$ cat src/shared/guard_pkg.sv
// Constants, field positions and types shared by the watchdog block.
// Assumes a 20 MHz bus clock and a low-frequency tick input.
`default_nettype none
package guard_pkg;

  // ****************************************************************
  // Time base
  // ****************************************************************
  localparam int LF_OSC_HZ = 31000;
  localparam int BASE_TICK_MS = 1;
  localparam int CNT_W = 23;
  localparam logic [CNT_W:0] BASE_PRESCALE = 24'h000020;
  localparam int PS_W = 5;
  localparam logic [PS_W-1:0] PS_MAX = 5'h12;
  localparam logic [PS_W-1:0] PS_RESET = 5'h0B;

  // ****************************************************************
  // Modes
  // ****************************************************************
  localparam logic [1:0] MODE_OFF = 2'h0;
  localparam logic [1:0] MODE_SOFT = 2'h1;
  localparam logic [1:0] MODE_AWAKE = 2'h2;
  localparam logic [1:0] MODE_ON = 2'h3;

  typedef enum logic [2:0] {
    PH_AWAKE = 3'h1,
    PH_ASLEEP = 3'h2,
    PH_HOLD = 3'h4
  } power_phase_e;

  // ****************************************************************
  // Register map
  // ****************************************************************
  localparam int ADDR_W = 8;
  localparam logic [ADDR_W-1:0] OFS_CONTROL = 8'h00;
  localparam logic [ADDR_W-1:0] OFS_CPU_FLAGS = 8'h04;
  localparam logic [ADDR_W-1:0] OFS_POWER_CTRL = 8'h08;
  localparam logic [ADDR_W-1:0] OFS_IRQ_STATUS = 8'h0C;
  localparam logic [ADDR_W-1:0] OFS_IRQ_MASK = 8'h10;
  localparam logic [ADDR_W-1:0] OFS_LIVE = 8'h14;

  localparam int CTRL_EN_BIT = 0;
  localparam int CTRL_PS_LSB = 1;
  localparam int FLAG_SLEEP_BIT = 3;
  localparam int FLAG_EXPIRY_BIT = 4;
  localparam int CAUSE_BIT = 0;
  localparam int IRQ_W = 2;
  localparam int IRQ_RESET_BIT = 0;
  localparam int IRQ_WAKE_BIT = 1;
  localparam logic [IRQ_W-1:0] IRQ_MASK_RESET = 2'h0;

  localparam logic [1:0] RESP_OKAY = 2'h0;
  localparam logic [1:0] RESP_SLVERR = 2'h2;

endpackage
`default_nettype wire

$ cat src/core/guard_prescale_counter.sv
// Prescaled watchdog count driven by the low-frequency tick.
// Assumes lf_tick is a one-cycle pulse synchronous to aclk.
`timescale 1ns/1ps
`default_nettype none
module guard_prescale_counter (
  input wire logic aclk,
  input wire logic aresetn,
  input wire logic lf_tick,
  input wire logic run,
  input wire logic clear,
  input wire logic [guard_pkg::PS_W-1:0] period_sel,
  output logic expire
);

  typedef struct packed {
    logic [guard_pkg::CNT_W-1:0] count;
    logic expire;
  } cnt_state_s;

  localparam cnt_state_s CNT_RESET = '0;

  cnt_state_s q_reg;
  cnt_state_s q_next;
  logic [guard_pkg::PS_W-1:0] ps_eff;
  logic [guard_pkg::CNT_W:0] terminal;

  // Codes above the longest period fall back to the longest period.
  assign ps_eff = (period_sel > guard_pkg::PS_MAX) ?
    guard_pkg::PS_MAX : period_sel;
  assign terminal = (guard_pkg::BASE_PRESCALE << ps_eff) -
    {{guard_pkg::CNT_W{1'b0}}, 1'b1};

  always_comb
  begin
    q_next = q_reg;
    q_next.expire = 1'b0;
    if (clear || !run)
    begin
      q_next.count = '0;
    end
    else if (lf_tick)
    begin
      if (q_reg.count == terminal[guard_pkg::CNT_W-1:0])
      begin
        q_next.count = '0;
        q_next.expire = 1'b1;
      end
      else
      begin
        q_next.count = q_reg.count + {{(guard_pkg::CNT_W-1){1'b0}}, 1'b1};
      end
    end
  end

  always_ff @(posedge aclk)
  begin
    if (!aresetn)
    begin
      q_reg <= CNT_RESET;
    end
    else
    begin
      q_reg <= q_next;
    end
  end

  assign expire = q_reg.expire;

endmodule
`default_nettype wire

$ cat src/core/watchdog_timer_unit.sv
// Watchdog block: AXI4-Lite registers, mode logic, sleep tracking.
// Assumes the core, sleep logic and tick source share aclk.
//
// How it works
// - An enabled watchdog requests system reset unless kicked before time-out.
// - The count advances on the low-frequency oscillator tick, 1 ms base.
// - Two-bit mode config 00 keeps the watchdog off regardless of anything.
// - Mode 11 keeps the watchdog active awake and asleep.
// - Mode 10 runs awake and stops during sleep.
// - Mode 01 follows the soft enable bit, unchanged by sleep.
// - Mode 01 with soft enable low holds the count cleared.
// - Five-bit period select spans 1 ms to 256 s, resets to 2 s.
// - Count clears on reset, kick, sleep entry, wake, osc failure, disable.
// - After the entry clear, an enabled watchdog keeps counting in sleep.
// - After waking, count stays zero until the startup timer finishes.
// - Time-out during sleep wakes the device instead of resetting it.
// - Time-out updates the expiry flag, plus the sleep flag if asleep or the reset cause if awake.
// - Oscillator divider changes never touch the watchdog count.
// - Sleep entry sets the expiry flag, clears the sleep flag, clears count.
`timescale 1ns/1ps
`default_nettype none
module watchdog_timer_unit (
  input wire logic aclk,
  input wire logic aresetn,
  input wire logic [guard_pkg::ADDR_W-1:0] s_axi_awaddr,
  input wire logic s_axi_awvalid,
  output logic s_axi_awready,
  input wire logic [31:0] s_axi_wdata,
  input wire logic [3:0] s_axi_wstrb,
  input wire logic s_axi_wvalid,
  output logic s_axi_wready,
  output logic [1:0] s_axi_bresp,
  output logic s_axi_bvalid,
  input wire logic s_axi_bready,
  input wire logic [guard_pkg::ADDR_W-1:0] s_axi_araddr,
  input wire logic s_axi_arvalid,
  output logic s_axi_arready,
  output logic [31:0] s_axi_rdata,
  output logic [1:0] s_axi_rresp,
  output logic s_axi_rvalid,
  input wire logic s_axi_rready,
  input wire logic [1:0] guard_mode_config,
  input wire logic lf_osc_tick,
  input wire logic kick_instruction,
  input wire logic in_sleep,
  input wire logic osc_fail,
  input wire logic ost_running,
  output logic guard_reset,
  output logic wake_request,
  output logic expiry_flag_n,
  output logic sleep_entered_flag_n,
  output logic irq
);

  // ****************************************************************
  // State
  // ****************************************************************
  typedef struct packed {
    logic aw_have;
    logic [guard_pkg::ADDR_W-1:0] aw_addr;
    logic w_have;
    logic [31:0] w_data;
    logic [3:0] w_strb;
    logic bvalid;
    logic [1:0] bresp;
    logic rvalid;
    logic [31:0] rdata;
    logic [1:0] rresp;
    logic [guard_pkg::PS_W-1:0] period_sel;
    logic soft_en;
    logic expiry_n;
    logic sleep_n;
    logic cause;
    logic [guard_pkg::IRQ_W-1:0] irq_stat;
    logic [guard_pkg::IRQ_W-1:0] irq_mask;
    guard_pkg::power_phase_e phase;
    logic guard_reset;
    logic wake_req;
  } unit_state_s;

  localparam unit_state_s UNIT_RESET = '{
    aw_have: 1'b0,
    aw_addr: '0,
    w_have: 1'b0,
    w_data: '0,
    w_strb: '0,
    bvalid: 1'b0,
    bresp: guard_pkg::RESP_OKAY,
    rvalid: 1'b0,
    rdata: '0,
    rresp: guard_pkg::RESP_OKAY,
    period_sel: guard_pkg::PS_RESET,
    soft_en: 1'b0,
    expiry_n: 1'b1,
    sleep_n: 1'b1,
    cause: 1'b0,
    irq_stat: '0,
    irq_mask: guard_pkg::IRQ_MASK_RESET,
    phase: guard_pkg::PH_AWAKE,
    guard_reset: 1'b0,
    wake_req: 1'b0
  };

  unit_state_s q_reg;
  unit_state_s q_next;
  logic active;
  logic clear_cnt;
  logic expire;
  logic entering;
  logic leaving;
  logic aw_hs;
  logic w_hs;
  logic ar_hs;

  // ****************************************************************
  // Mode decode
  // ****************************************************************
  always_comb
  begin
    case (guard_mode_config)
      guard_pkg::MODE_ON: active = 1'b1;
      guard_pkg::MODE_AWAKE:
        active = (q_reg.phase != guard_pkg::PH_ASLEEP);
      guard_pkg::MODE_SOFT: active = q_reg.soft_en;
      default: active = 1'b0;
    endcase
  end

  assign entering = in_sleep && (q_reg.phase != guard_pkg::PH_ASLEEP);
  assign leaving = !in_sleep && (q_reg.phase == guard_pkg::PH_ASLEEP);

  assign clear_cnt = kick_instruction || entering || leaving ||
    osc_fail || !active || (q_reg.phase == guard_pkg::PH_HOLD);

  // The counter sees only the low-frequency tick, so the core clock
  // divider has no path into it.
  // independent time base
  guard_prescale_counter counter_inst (
    .aclk(aclk),
    .aresetn(aresetn),
    .lf_tick(lf_osc_tick),
    .run(active),
    .clear(clear_cnt),
    .period_sel(q_reg.period_sel),
    .expire(expire)
  );

  // ****************************************************************
  // Bus handshakes
  // ****************************************************************
  assign s_axi_awready = !q_reg.aw_have && !q_reg.bvalid;
  assign s_axi_wready = !q_reg.w_have && !q_reg.bvalid;
  assign s_axi_arready = !q_reg.rvalid;
  assign aw_hs = s_axi_awvalid && s_axi_awready;
  assign w_hs = s_axi_wvalid && s_axi_wready;
  assign ar_hs = s_axi_arvalid && s_axi_arready;

  // ****************************************************************
  // Next state
  // ****************************************************************
  always_comb
  begin
    logic [guard_pkg::ADDR_W-1:0] waddr;
    logic [31:0] wdata;
    logic wlane;
    logic [guard_pkg::IRQ_W-1:0] irq_set;
    logic cause_set;
    waddr = q_reg.aw_have ? q_reg.aw_addr : s_axi_awaddr;
    wdata = q_reg.w_have ? q_reg.w_data : s_axi_wdata;
    wlane = q_reg.w_have ? q_reg.w_strb[0] : s_axi_wstrb[0];
    irq_set = '0;
    cause_set = 1'b0;
    q_next = q_reg;
    q_next.guard_reset = 1'b0;
    q_next.wake_req = 1'b0;

    // Write channel: address and data in either order.
    if (q_reg.bvalid && s_axi_bready)
    begin
      q_next.bvalid = 1'b0;
    end
    if (aw_hs)
    begin
      q_next.aw_have = 1'b1;
      q_next.aw_addr = s_axi_awaddr;
    end
    if (w_hs)
    begin
      q_next.w_have = 1'b1;
      q_next.w_data = s_axi_wdata;
      q_next.w_strb = s_axi_wstrb;
    end
    if ((q_reg.aw_have || aw_hs) && (q_reg.w_have || w_hs))
    begin
      q_next.aw_have = 1'b0;
      q_next.w_have = 1'b0;
      q_next.bvalid = 1'b1;
      q_next.bresp = guard_pkg::RESP_OKAY;
      case (waddr[guard_pkg::ADDR_W-1:2])
        guard_pkg::OFS_CONTROL[guard_pkg::ADDR_W-1:2]:
          if (wlane)
          begin
            q_next.soft_en = wdata[guard_pkg::CTRL_EN_BIT];
            q_next.period_sel =
              wdata[guard_pkg::CTRL_PS_LSB +: guard_pkg::PS_W];
          end
        guard_pkg::OFS_CPU_FLAGS[guard_pkg::ADDR_W-1:2]: ;
        guard_pkg::OFS_LIVE[guard_pkg::ADDR_W-1:2]: ;
        guard_pkg::OFS_POWER_CTRL[guard_pkg::ADDR_W-1:2]:
          if (wlane && wdata[guard_pkg::CAUSE_BIT])
          begin
            q_next.cause = 1'b0;
          end
        guard_pkg::OFS_IRQ_STATUS[guard_pkg::ADDR_W-1:2]:
          if (wlane)
          begin
            q_next.irq_stat = q_reg.irq_stat &
              ~wdata[guard_pkg::IRQ_W-1:0];
          end
        guard_pkg::OFS_IRQ_MASK[guard_pkg::ADDR_W-1:2]:
          if (wlane)
          begin
            q_next.irq_mask = wdata[guard_pkg::IRQ_W-1:0];
          end
        default: q_next.bresp = guard_pkg::RESP_SLVERR;
      endcase
    end

    // Read channel.
    if (q_reg.rvalid && s_axi_rready)
    begin
      q_next.rvalid = 1'b0;
    end
    if (ar_hs)
    begin
      q_next.rvalid = 1'b1;
      q_next.rdata = '0;
      q_next.rresp = guard_pkg::RESP_OKAY;
      case (s_axi_araddr[guard_pkg::ADDR_W-1:2])
        guard_pkg::OFS_CONTROL[guard_pkg::ADDR_W-1:2]:
        begin
          q_next.rdata[guard_pkg::CTRL_EN_BIT] = q_reg.soft_en;
          q_next.rdata[guard_pkg::CTRL_PS_LSB +: guard_pkg::PS_W] =
            q_reg.period_sel;
        end
        guard_pkg::OFS_CPU_FLAGS[guard_pkg::ADDR_W-1:2]:
        begin
          q_next.rdata[guard_pkg::FLAG_EXPIRY_BIT] = q_reg.expiry_n;
          q_next.rdata[guard_pkg::FLAG_SLEEP_BIT] = q_reg.sleep_n;
        end
        guard_pkg::OFS_POWER_CTRL[guard_pkg::ADDR_W-1:2]:
          q_next.rdata[guard_pkg::CAUSE_BIT] = q_reg.cause;
        guard_pkg::OFS_IRQ_STATUS[guard_pkg::ADDR_W-1:2]:
          q_next.rdata[guard_pkg::IRQ_W-1:0] = q_reg.irq_stat;
        guard_pkg::OFS_IRQ_MASK[guard_pkg::ADDR_W-1:2]:
          q_next.rdata[guard_pkg::IRQ_W-1:0] = q_reg.irq_mask;
        guard_pkg::OFS_LIVE[guard_pkg::ADDR_W-1:2]:
          q_next.rdata[2:0] = {active, q_reg.phase[2], |q_reg.phase[2:1]};
        default: q_next.rresp = guard_pkg::RESP_SLVERR;
      endcase
    end

    // ****************************************************************
    // Power phase
    // ****************************************************************
    case (q_reg.phase)
      guard_pkg::PH_AWAKE:
        if (in_sleep)
        begin
          q_next.phase = guard_pkg::PH_ASLEEP;
        end
      guard_pkg::PH_ASLEEP:
        if (!in_sleep)
        begin
          q_next.phase = ost_running ?
            guard_pkg::PH_HOLD : guard_pkg::PH_AWAKE;
        end
      guard_pkg::PH_HOLD:
        if (in_sleep)
        begin
          q_next.phase = guard_pkg::PH_ASLEEP;
        end
        else if (!ost_running)
        begin
          q_next.phase = guard_pkg::PH_AWAKE;
        end
      default: q_next.phase = guard_pkg::PH_AWAKE;
    endcase

    // ****************************************************************
    // Flags
    // ****************************************************************
    if (kick_instruction)
    begin
      q_next.expiry_n = 1'b1;
      q_next.sleep_n = 1'b1;
    end
    if (entering)
    begin
      q_next.expiry_n = 1'b1;
      q_next.sleep_n = 1'b0;
    end
    // A time-out is reported one cycle after the terminal tick, so it
    // is judged by the phase held at that moment.
    if (expire)
    begin
      q_next.expiry_n = 1'b0;
      if (q_reg.phase == guard_pkg::PH_ASLEEP)
      begin
        q_next.wake_req = 1'b1;
        q_next.sleep_n = 1'b0;
        irq_set[guard_pkg::IRQ_WAKE_BIT] = 1'b1;
      end
      else
      begin
        q_next.guard_reset = 1'b1;
        cause_set = 1'b1;
        irq_set[guard_pkg::IRQ_RESET_BIT] = 1'b1;
      end
    end
    // Set wins over a clear written in the same cycle.
    q_next.irq_stat = q_next.irq_stat | irq_set;
    q_next.cause = q_next.cause | cause_set;
  end

  always_ff @(posedge aclk)
  begin
    if (!aresetn)
    begin
      q_reg <= UNIT_RESET;
    end
    else
    begin
      q_reg <= q_next;
    end
  end

  // ****************************************************************
  // Outputs
  // ****************************************************************
  assign s_axi_bvalid = q_reg.bvalid;
  assign s_axi_bresp = q_reg.bresp;
  assign s_axi_rvalid = q_reg.rvalid;
  assign s_axi_rdata = q_reg.rdata;
  assign s_axi_rresp = q_reg.rresp;
  assign guard_reset = q_reg.guard_reset;
  assign wake_request = q_reg.wake_req;
  assign expiry_flag_n = q_reg.expiry_n;
  assign sleep_entered_flag_n = q_reg.sleep_n;
  assign irq = |(q_reg.irq_stat & q_reg.irq_mask);

endmodule
`default_nettype wire

$ cat config.mk
export PLATFORM = sky130hd
export DESIGN_NAME = watchdog_timer_unit
export DESIGN_NICKNAME = d
export VERILOG_FILES = /design/src/shared/guard_pkg.sv /design/src/core/guard_prescale_counter.sv /design/src/core/watchdog_timer_unit.sv
export SDC_FILE = /design/constraint.sdc
export NUM_CORES = 1
export LEC_CHECK = 0
export BUFFER_PORTS_ARGS = -buffer_cell sky130_fd_sc_hd__buf_2
export CAP_MARGIN = 20
export CORE_MARGIN = 3
export CORE_UTILIZATION = 53
export CTS_BUF_LIST = sky130_fd_sc_hd__clkbuf_16
export CTS_CLUSTER_SIZE = 12
export DETAILED_ROUTE_END_ITERATION = 12
export MAX_ROUTING_LAYER = met4
export PLACE_DENSITY = 0.81
export SYNTH_ARGS = -nofsm -noshare
export SYNTH_HDL_FRONTEND = slang
export SYNTH_SLANG_ARGS = --single-unit
export TNS_END_PERCENT = 1
$ cat constraint.sdc
create_clock -name aclk -period 3.4 [get_ports aclk]
set_input_delay 0.34 -clock aclk [delete_from_list [all_inputs] [get_ports aclk]]
set_output_delay 0.34 -clock aclk [all_outputs]
set_load 0.02 [all_outputs]
# Word level (Yosys, flattened, before mapping)
# Cells that the tools add are included.
# word_totals
in_bits	66
reg_bits	71
wordCells	134
out_inout_bits	46
# classes
n_reduce_logical	41
n_lt_le_gt_ge	1
mux	39
shift	1
addsub	2
n_eq_ne	21
bitwise_logic	7
# op_table
cell	count
35-bit two-way mux	1
6-bit by 2-bit == test with 1-bit output (second input constant)	4
6-bit by 3-bit == test with 1-bit output (second input constant)	4
23-bit by 1-bit adder with 23-bit output (second input constant)	1
23-bit == test	1
23-bit two-way mux	1
6-bit by 5-bit << shifter with 23-bit output (first input constant)	1
23-bit by 1-bit subtractor with 23-bit output (second input constant)	1
2-bit two-way mux	10
3-bit two-way mux	6
6-bit by 1-bit == test with 1-bit output (second input constant)	2
6-bit zero test	2
6-bit OR reduction	2
1-bit logical AND	11
1-bit two-way mux	11
5-bit two-way mux	2
3-bit case mux with 3 select lines	1
3-bit AND reduction	3
1-bit logical OR	8
8-bit two-way mux	1
2-bit OR reduction	4
1-bit zero test	6
6-bit two-way mux	1
5-bit greater-than comparator (second input constant)	1
other kinds (22)	27

# Logic depth before layout (Yosys ltp)
# Gate-level depths: netlist (run 1).
# depth
word_depth	9
mapped_depth	15
mapped_depth_nobuf	11

# Cells and area by module
# From an unflattened synthesis (run 1), not the netlist that was laid out.
# unflattened
cells_unflattened	516
hier_area_um2	4355.4
# by_module_without_submodules
mod	cells_per_inst	area_per_inst_um2	instances
watchdog_timer_unit	268	2352.3	1
guard_prescale_counter	248	2003.2	1

# Worst setup path before layout (run 1)
# OpenSTA, ideal clock, no wires.
# synth_timing
kind	reg2reg
start	register q_reg[17] in the netlist's numbering
end	register counter_inst.q_reg[13] in the netlist's numbering
slack_ns	0.248
stages_incl_launch_ff	15
required_ns	3.285
synth_period_minus_slack_ns	3.152
arrival_ns	3.037
cell_sequence	dfxtp_1 clkbuf_1 or2_2 nor2_1 nand2_1 ha_1 clkbuf_1 or4_1 a21o_1 a21o_1 a32oi_1 nand4_1 o31ai_4 buf_6 nor2_1
# synth_via
elab_chain_len	6
# synth_lines
element	line	source
from (decl)	watchdog_timer_unit.sv:104	unit_state_s q_reg;
from (signal assigned)	watchdog_timer_unit.sv:334	q_reg <= q_next;
5-bit greater-than comparator	guard_prescale_counter.sv:28	assign ps_eff = (period_sel > guard_pkg::PS_MAX) ?
5-bit two-way mux *	guard_prescale_counter.sv:28	
6-bit by 5-bit << shifter with 23-bit output *	guard_prescale_counter.sv:30	assign terminal = (guard_pkg::BASE_PRESCALE << ps_eff) -
23-bit by 1-bit subtractor with 23-bit output *	guard_prescale_counter.sv:30	
23-bit == test *	guard_prescale_counter.sv:43	if (q_reg.count == terminal[guard_pkg::CNT_W-1:0])
23-bit two-way mux *	guard_prescale_counter.sv:43	
to (signal assigned)	guard_prescale_counter.sv:63	q_reg <= q_next;
to (decl)	guard_prescale_counter.sv:22	cnt_state_s q_reg;
# Every way passes the cells marked *; elsewhere a longest branch is shown, timed or not.
# A chain may end at the register's enable or synchronous reset.

# Final worst setup path (run 1)
# layout_timing
start	register q_reg[16] in the netlist's numbering
end	register counter_inst.q_reg[17] in the netlist's numbering
# The elaborated chain is that of the path after synthesis.

==> metrics list, run 1 <==
* Run status: complete, no violations
- For this run, the slowest stage of the critical path takes 0.47 ns.
* Inserted Diodes: 0
- Largest vdd supply drop: 0.304 mV
* Fmax: 0.326 GHz
* RSZ-0062 raised after global routing: no
- The register with the most flip-flops in the layout has 29 of them.
- CTS H-tree depth: 3
* Count of flip-flops with a built-in enable after synthesis: 0
- Dividing the detail-routed via count by the number of cells gives 5.48.
- Final clock period utilization by the worst path: 90.2%
- Height of the chip: 93.5 µm
- Final count of pins violating max slew: 0
- During synthesis, Yosys emitted a total of 0 warnings.
* Most area-consuming cells after synthesis: dfxtp_1 (33%), buf_4 (6.7%), nand2_1 (5.0%)
- Synth unique cells: 57
* Number of I/O port buffers: 50
- For this configuration, the core starts out at a cell density of 55.4%.
- Number of buffers added by the clock tree synthesis step: 9
- For this run, the detailed router's first-pass iteration total came to 5.
- The worst path in the final design needs a cycle of 3.07 ns, including I/O delays and setup.
- For this design the ratio of total power to cell area is 449 nW/µm².
- For this run, the leading register cell type out of synthesis is dfxtp_1.
- Entering global routing, the biggest net connects 45 pins.
* Core region area: 7330 µm²
* Global-route total usage across every layer: 21.4%
- Type of the setup path with the least slack: register to register
* Endpoint type of the worst setup path: register
- Leakage: 1.87 nW
* Num ports: 112
- The clock arrives with 0.00860 ns of skew.
* Critical path required time: 3.62 ns
- Clock insertion delay at the later pin of the skew report: 0.33 ns
- The number of failing hold endpoints at the final stage is 0.
- The number of antenna violations at the first check in global routing came to 0.
- Fraction of layout cells with a size suffix above 1: 17.2%
- Part of the Yosys area used for sequential elements: 33.0%
- Final routed wire length divided by cell count: 13.6 µm
- Data on the critical path arrives at its endpoint at 3.29 ns.
* Number of buffers added for setup after CTS: 0
- Once detail routing completed, the nets flagged for antenna violations numbered 0.
- The via count of the first global-routing pass is 3368.
- Clk root buf: clkbuf_16
* Synthesized area per cell: 8.10 µm²
- Net count of the finished layout: 609
- On the critical path, the stage with the largest delay is an instance of or4_1.
* 1st-iter DRT viols: 228
* Total standard cell area after synthesis: 4060 µm²
- DIE AREA: 8740 µm²
- Top-area cell type share of the netlist area: 33.0%
- Flops & latches, synth: 67
- Cell count after placement: 629
* Normalized max-slew margin: 54.4%
* Clock Tree Buf Depth: 2
- TritonCTS built the clock tree.
- Max-cap violations in this run came to 0.
* Total detailed-routing wirelength: 8780 µm
- For the pin with the worst max-slew slack, the measured transition is 0.679 ns.
- Yosys top cell by area: dfxtp_1
- Setup_tns: 0 ns
- Clock-pin slew was measured on the worst setup and hold paths at 0.06 ns.
* Cell-by-cell listing of the critical path: or2_2, nor2_1, nand2_1, ha_1, or4_1, a21o_1, a21o_1, a32oi_1, nand4_1, o31ai_4, buf_12, nor2_1
- Hold buffer count at CTS: 0
* Overflow after GRT: 0
- Number of placement rows: 31
* Via Count: 3536
* Post-route core utilization: 62.6%
- Wire length of the first global-routing pass: 14900 µm
- Leaving out filler cells and counting taps, the final layout contains 645.
- Commonest cells post-synth: dfxtp_1 (67), nand2_1 (54), nor2_1 (49), buf_4 (36), o21ai_0 (27)
* Post-CTS Resized: 0
- Yosys instantiated no cell more often than dfxtp_1.
* Layout area overhead: 13.1%
- Clock sink total: 67
* Synthesized instance count: 501
- Class of the tightest hold or removal check: input port to register
- Of all flip-flops after synthesis, the portion carrying an async set or reset was 0%.
- Filler cells: 613
- Width of the chip: 93.5 µm
- # DRC: 0
- Setup violations remaining at the end of the flow were counted as 0.
- At the end of routability-driven placement, the weighted congestion stood at 0.878.
- In this run the worst path has a maximum fanout of 19.
- Half-perimeter wire length of the detailed placement result: 6410 µm
- Nature of the critical path startpoint: register
## cells in the final DEF (no fill, tap or decap), drive strengths merged, types with 4 or more instances in the layout
cell    count
a211oi      4
a21boi     10
a21o        4
a21oi      14
a31oi       4
and2        6
and3       11
buf        61
clkbuf      9
conb       28
dfxtp      67
inv        16
mux2        6
mux2i      20
nand2      54
nand2b      9
nand3      14
nand4       9
nor2       49
nor2b      24
nor3       12
nor3b       7
nor4        5
nor4b       4
o21ai      27
or3         4
xnor2      18
xor2       11
## stage by stage
stage | total power, mW | setup slack [ns] | cell area, µm² | hold slack (ns)
floorplan | 1.01 | 0.248 | 4160 | 0.440
global placement | 1.04 | 0.441 | 4260 | 0.447
detailed placement | 1.04 | 0.389 | 4260 | 0.456
CTS | 2.08 | 0.357 | 4590 | 0.226
global route | 2.13 | 0.111 | 4590 | 0.246
finish | 2.06 | 0.333 | 4590 | 0.238
## worst max-delay path, delay by kind of cell (launching register included)
kind / cells / cell delay, ns
flops: 1 / 0.31
buf+inv: 1 / 0.18
fa+ha+maj: 1 / 0.34
simple gates: 6 / 1.24
compound gates: 4 / 0.87
## area by class of cell
class | instances | area [µm²] | area share [%]
flip-flops and latches | 67 | 1340 | 29.2
inverters | 12 | 45.0 | 0.981
repair buffers | 61 | 345 | 7.52
clock inverters | 7 | 105 | 2.29
well taps | 99 | 124 | 2.70
multi-input cells | 390 | 2400 | 52.4
clock buffers | 9 | 225 | 4.91
## path summary, 6_finish.rpt
kind                   from                endpoint  slack, ns  cells after the start
max               q_reg[16]  counter_inst.q_reg[17]       0.33                     12
min             ost_running                q_reg[4]       0.24                      3
min reg2reg  s_axi_bresp[1]          s_axi_bresp[1]       0.47                      2
max reg2reg       q_reg[16]  counter_inst.q_reg[17]       0.33                     12
## logic make-up after synthesis
kind of cell / share of synthesized area, %
compound gates: 15.4
xor+xnor: 6.81
fa+ha+maj: 0.616
buf+inv: 10.2
flops: 33.0
mux: 6.60
other cells: 0.0924
simple gates: 27.3
## routing by layer
layer | global-route usage, % | routed length (µm) | vias to the layer above
li1 | - | - | 1764
met1 | 25.7 | 3820 | 1652
met2 | 35.4 | 4370 | 104
met3 | 5.31 | 444 | 16
met4 | 6.72 | 150 | 0
met5 | - | 0 | -
## report_power, final
part	total, mW	switching (mW)	internal [mW]
Sequential	0.829	0.0216	0.808
Combinational	0.197	0.122	0.0753
Clock	1.03	0.378	0.655
Note: power is estimated with default switching activity, not from simulation.
==> run 2: changes to the inputs <==
--- a/config.mk
+++ b/config.mk
@@ -12,6 +12,7 @@
 export CTS_BUF_LIST = sky130_fd_sc_hd__clkbuf_16
 export CTS_CLUSTER_SIZE = 12
 export DETAILED_ROUTE_END_ITERATION = 12
+export GPL_TIMING_DRIVEN = 0
 export MAX_ROUTING_LAYER = met4
 export PLACE_DENSITY = 0.81
 export SYNTH_ARGS = -nofsm -noshare
==> run 2 against run 1 <==
Against the previous run: maximum frequency down 5.2%; clock-buffer cell count unchanged; design area up 7.0%; routed wire length up 11%; setup slack worse by 0.17 ns; critical path depth up 3.
==> metrics list, run 2 (synthesized netlist as in run 1, its figures left out) <==
* Run status: complete, no violations
- Core region area: 7330 µm²
* Worst slack, placed: -0.468 ns
- Reg2reg end: counter_inst.q_reg[14]
* Number of placement rows: 31
- The internal portion of the total power is 1.48 mW.
- Total detailed-routing wirelength: 9740 µm
- Number of buffers added by the clock tree synthesis step: 9
* Max-cap violation count: 0
- Along the worst path, the maximum fanout reaches 10.
- Of the total power, the clock network draws 47.0%.
* Final clock period utilization by the worst path: 95.2%
- Once the floorplan was initialized, standard cells occupied 55.4% of the core.
- Commonest non-fill, non-tap cells in the layout: dfxtp_1 (66), nand2_1 (54), buf_2 (52), nor2_1 (49), buf_4 (43)
- VDD sags by at most 0.313 mV.
* Largest net degree at the start of global routing: 14
- Worst setup path startpoint: q_reg[16]
- After detailed routing, the average wire length per cell comes to 13.9 µm.
- Antenna-violating nets left: 0
- 1st-iter DRT viols: 294
- Before antenna repair, the detailed router went through 5 iterations.
- Max FFs per register: 29
- Actual transition at the worst max-transition pin: 0.817 ns
* Combinational group share of total power: 11.9%
- The share of total power dissipated in sequential elements is 41.1%.
* Width of the chip: 93.5 µm
* Nature of the critical path startpoint: register
- Across the whole layout, storage elements account for 1340 µm².
* Met1 routed wirelength after detailed routing: 4090 µm
- Crit path buf inv count: 5
- By instance count, the cell type seen most on the critical path is nor2_1.
* Area of the multi-input gates: 2420 µm²
- Setup slack of the critical path after layout: 0.163 ns
* Power spent charging and discharging nets: 0.524 mW
- Total met3 wirelength after detailed routing: 568 µm
* CTS clk-pin slew, worst paths: 0.06 ns
- The via count of the first global-routing pass is 3582.
- The worst pin sits at a relative slew slack of 45.1%.
* Number of cells on the worst reg-to-reg path: 15
* Final Wtd Congestion: 0.887
- Worst Hold Margin: 0.235 ns
- The analysis attributes to cell leakage a power of 2.07 nW.
- Inserted Diodes: 0
- CP Data Arrival Time: 3.46 ns
* Number of I/O port buffers: 47
- Uppermost layer routed: met4
* Dominant delay contributor by cell family on the critical path: buffers and inverters
- The number of failing hold endpoints at the final stage is 0.
- Fraction of layout cells with a size suffix above 1: 22.8%
- Relative to the synthesized area, the layout overhead comes to 21.0%.
- In the routed layout, each cell is associated on average with a via count of 5.38.
* Height of the chip: 93.5 µm
- Via Count: 3759
- Dividing total power by cell area gives a power density of 408 nW/µm².
- Filler cells: 607
* Crit path depth: 15
* Final-report setup violation count: 0
* Fmax: 0.309 GHz
- The library cell used most frequently in the layout, excluding fill and tap cells, is dfxtp_1.
* Clk root buf: clkbuf_16
- Class of the tightest hold or removal check: input port to register
* Antenna violations before repair: 0
* Final count of pins violating max slew: 0
* Half-perimeter wire length of the detailed placement result: 6970 µm
- For this design the top-level I/O count stands at 112.
* Cell-by-cell listing of the critical path: buf_2, clkbuf_2, nor2_1, nand3_1, ha_4, clkbuf_2, nor2_1, mux2_2, a211o_1, a32oi_1, nand4_1, o31ai_4, buf_4, buf_6, nor2_1
- Start point of the worst hold path: ost_running
- Summed over all layers, the global routing overflow is 0.
- DIE AREA: 8740 µm²
- Global-route total usage across every layer: 23.5%
- Internal reg-to-reg setup slack: 0.16 ns
* Clock tree from TritonCTS: done
- For this design, the sink count on the clock tree is 67.
- The longest clock path from root to sink contains 2 buffers.
- The critical path ends at counter_inst.q_reg[14].
- Time the final worst path needs with I/O delays and setup: 3.24 ns
- For the worst-skew pair, the clock arrives at the later sink with an insertion delay of 0.33 ns.
- Peak per-stage delay on the critical path: 0.35 ns
- Of the total power, the share spent switching nets is 26.1%.
* # DRC: 0
- Between clock sinks in the finished design, the worst skew comes to 0.00566 ns.
* Crit path max-delay cell type: dfxtp_1
- The worst setup path is captured at a register.
- The H-tree was split into 3 levels.
* Detailed route wirelength on metal2: 4880 µm
* Net count of the finished layout: 663
- The worst register-to-register path begins at q_reg[16].
* Wire length of the first global-routing pass: 16100 µm
- Data on the critical path is required at its endpoint by 3.63 ns.
- By startpoint and endpoint, the worst setup path is classified as register to register.
[run 2: changes by cell type in the layout (fill, tap and decap cells not counted), sizes merged]
cell	previous run	this run
buf	61	97
clkbuf	9	27
clkinv	0	1
bufinv	2	1
clkinvlp	1	3
inv	16	14
[run 2: stage by stage]
stage / cell area [µm²] / cells / total power [mW] / TNS, ns / util [%]
3_5_place_dp: 4520 / 674 / 1.07 / -7.49 / 61.6
4_1_cts: 4850 / 693 / 2.01 / 0 / 66.2
3_3_place_gp: 4520 / 674 / 1.07 / -7.43 / 61.6
6_report: 4910 / 699 / 2.00 / 0 / 67.0
5_1_grt: 4910 / 699 / 2.08 / -0.0328 / 67.0
2_1_floorplan: 4160 / 528 / 1.01 / 0 / -
[run 2: what timing repair did]
action | in CTS | in global routing
buffers inserted | 4 | 4
hold endpoints to repair | 0 | 0
pin swaps | 1 | 3
gates resized for setup | 3 | 8
cloned | 0 | 1
hold buffers | 0 | 0
setup endpoints to repair | 22 | 21
[run 2: area by class of cell]
cell class	instances	area share [%]
buffer	58	7.64
clock buffer	9	4.58
clock inverter	7	1.53
inverter	12	0.917
multi-input combinational	390	49.2
sequential	67	27.3
tap	99	2.52
timing repair buffer	57	6.29
[run 2: power by group through the flow]
stage | logic (mW) | clock network [mW] | registers [mW]
floorplan | 0.170 | 0 | 0.841
global placement | 0.227 | 0 | 0.839
detailed placement | 0.231 | 0 | 0.841
CTS | 0.234 | 0.951 | 0.824
global route | 0.263 | 0.987 | 0.827
finish | 0.238 | 0.941 | 0.824
[run 2: how the worst min path moves through the flow]
stage	end	cells past startpoint	slack, ns
2_1_floorplan	q_reg[65]	2	0.44
4_1_cts	q_reg[4]	3	0.23
6_report	q_reg[4]	3	0.23
3_3_place_gp	q_reg[65]	2	0.45
3_5_place_dp	s_axi_bresp[1]	2	0.46
5_1_grt	q_reg[4]	3	0.26
[run 2: layer usage]
metal	track usage [%]	up-vias
li1	-	1862
met1	28.4	1741
met2	38.7	134
met3	4.42	22
met4	9.16	0
met5	-	-
[run 2: worst reg2reg max path, delay by kind of cell (launching register included)]
| family | cells | cell delay [ns] |
|---|---|---|
| buffers and inverters | 5 | 0.98 |
| AO/OA/AOI/OAI | 3 | 0.77 |
| AND/OR/NAND/NOR | 5 | 0.57 |
| flip-flops | 1 | 0.35 |
| multiplexers | 1 | 0.27 |
| adder cells (fa/ha/maj) | 1 | 0.19 |
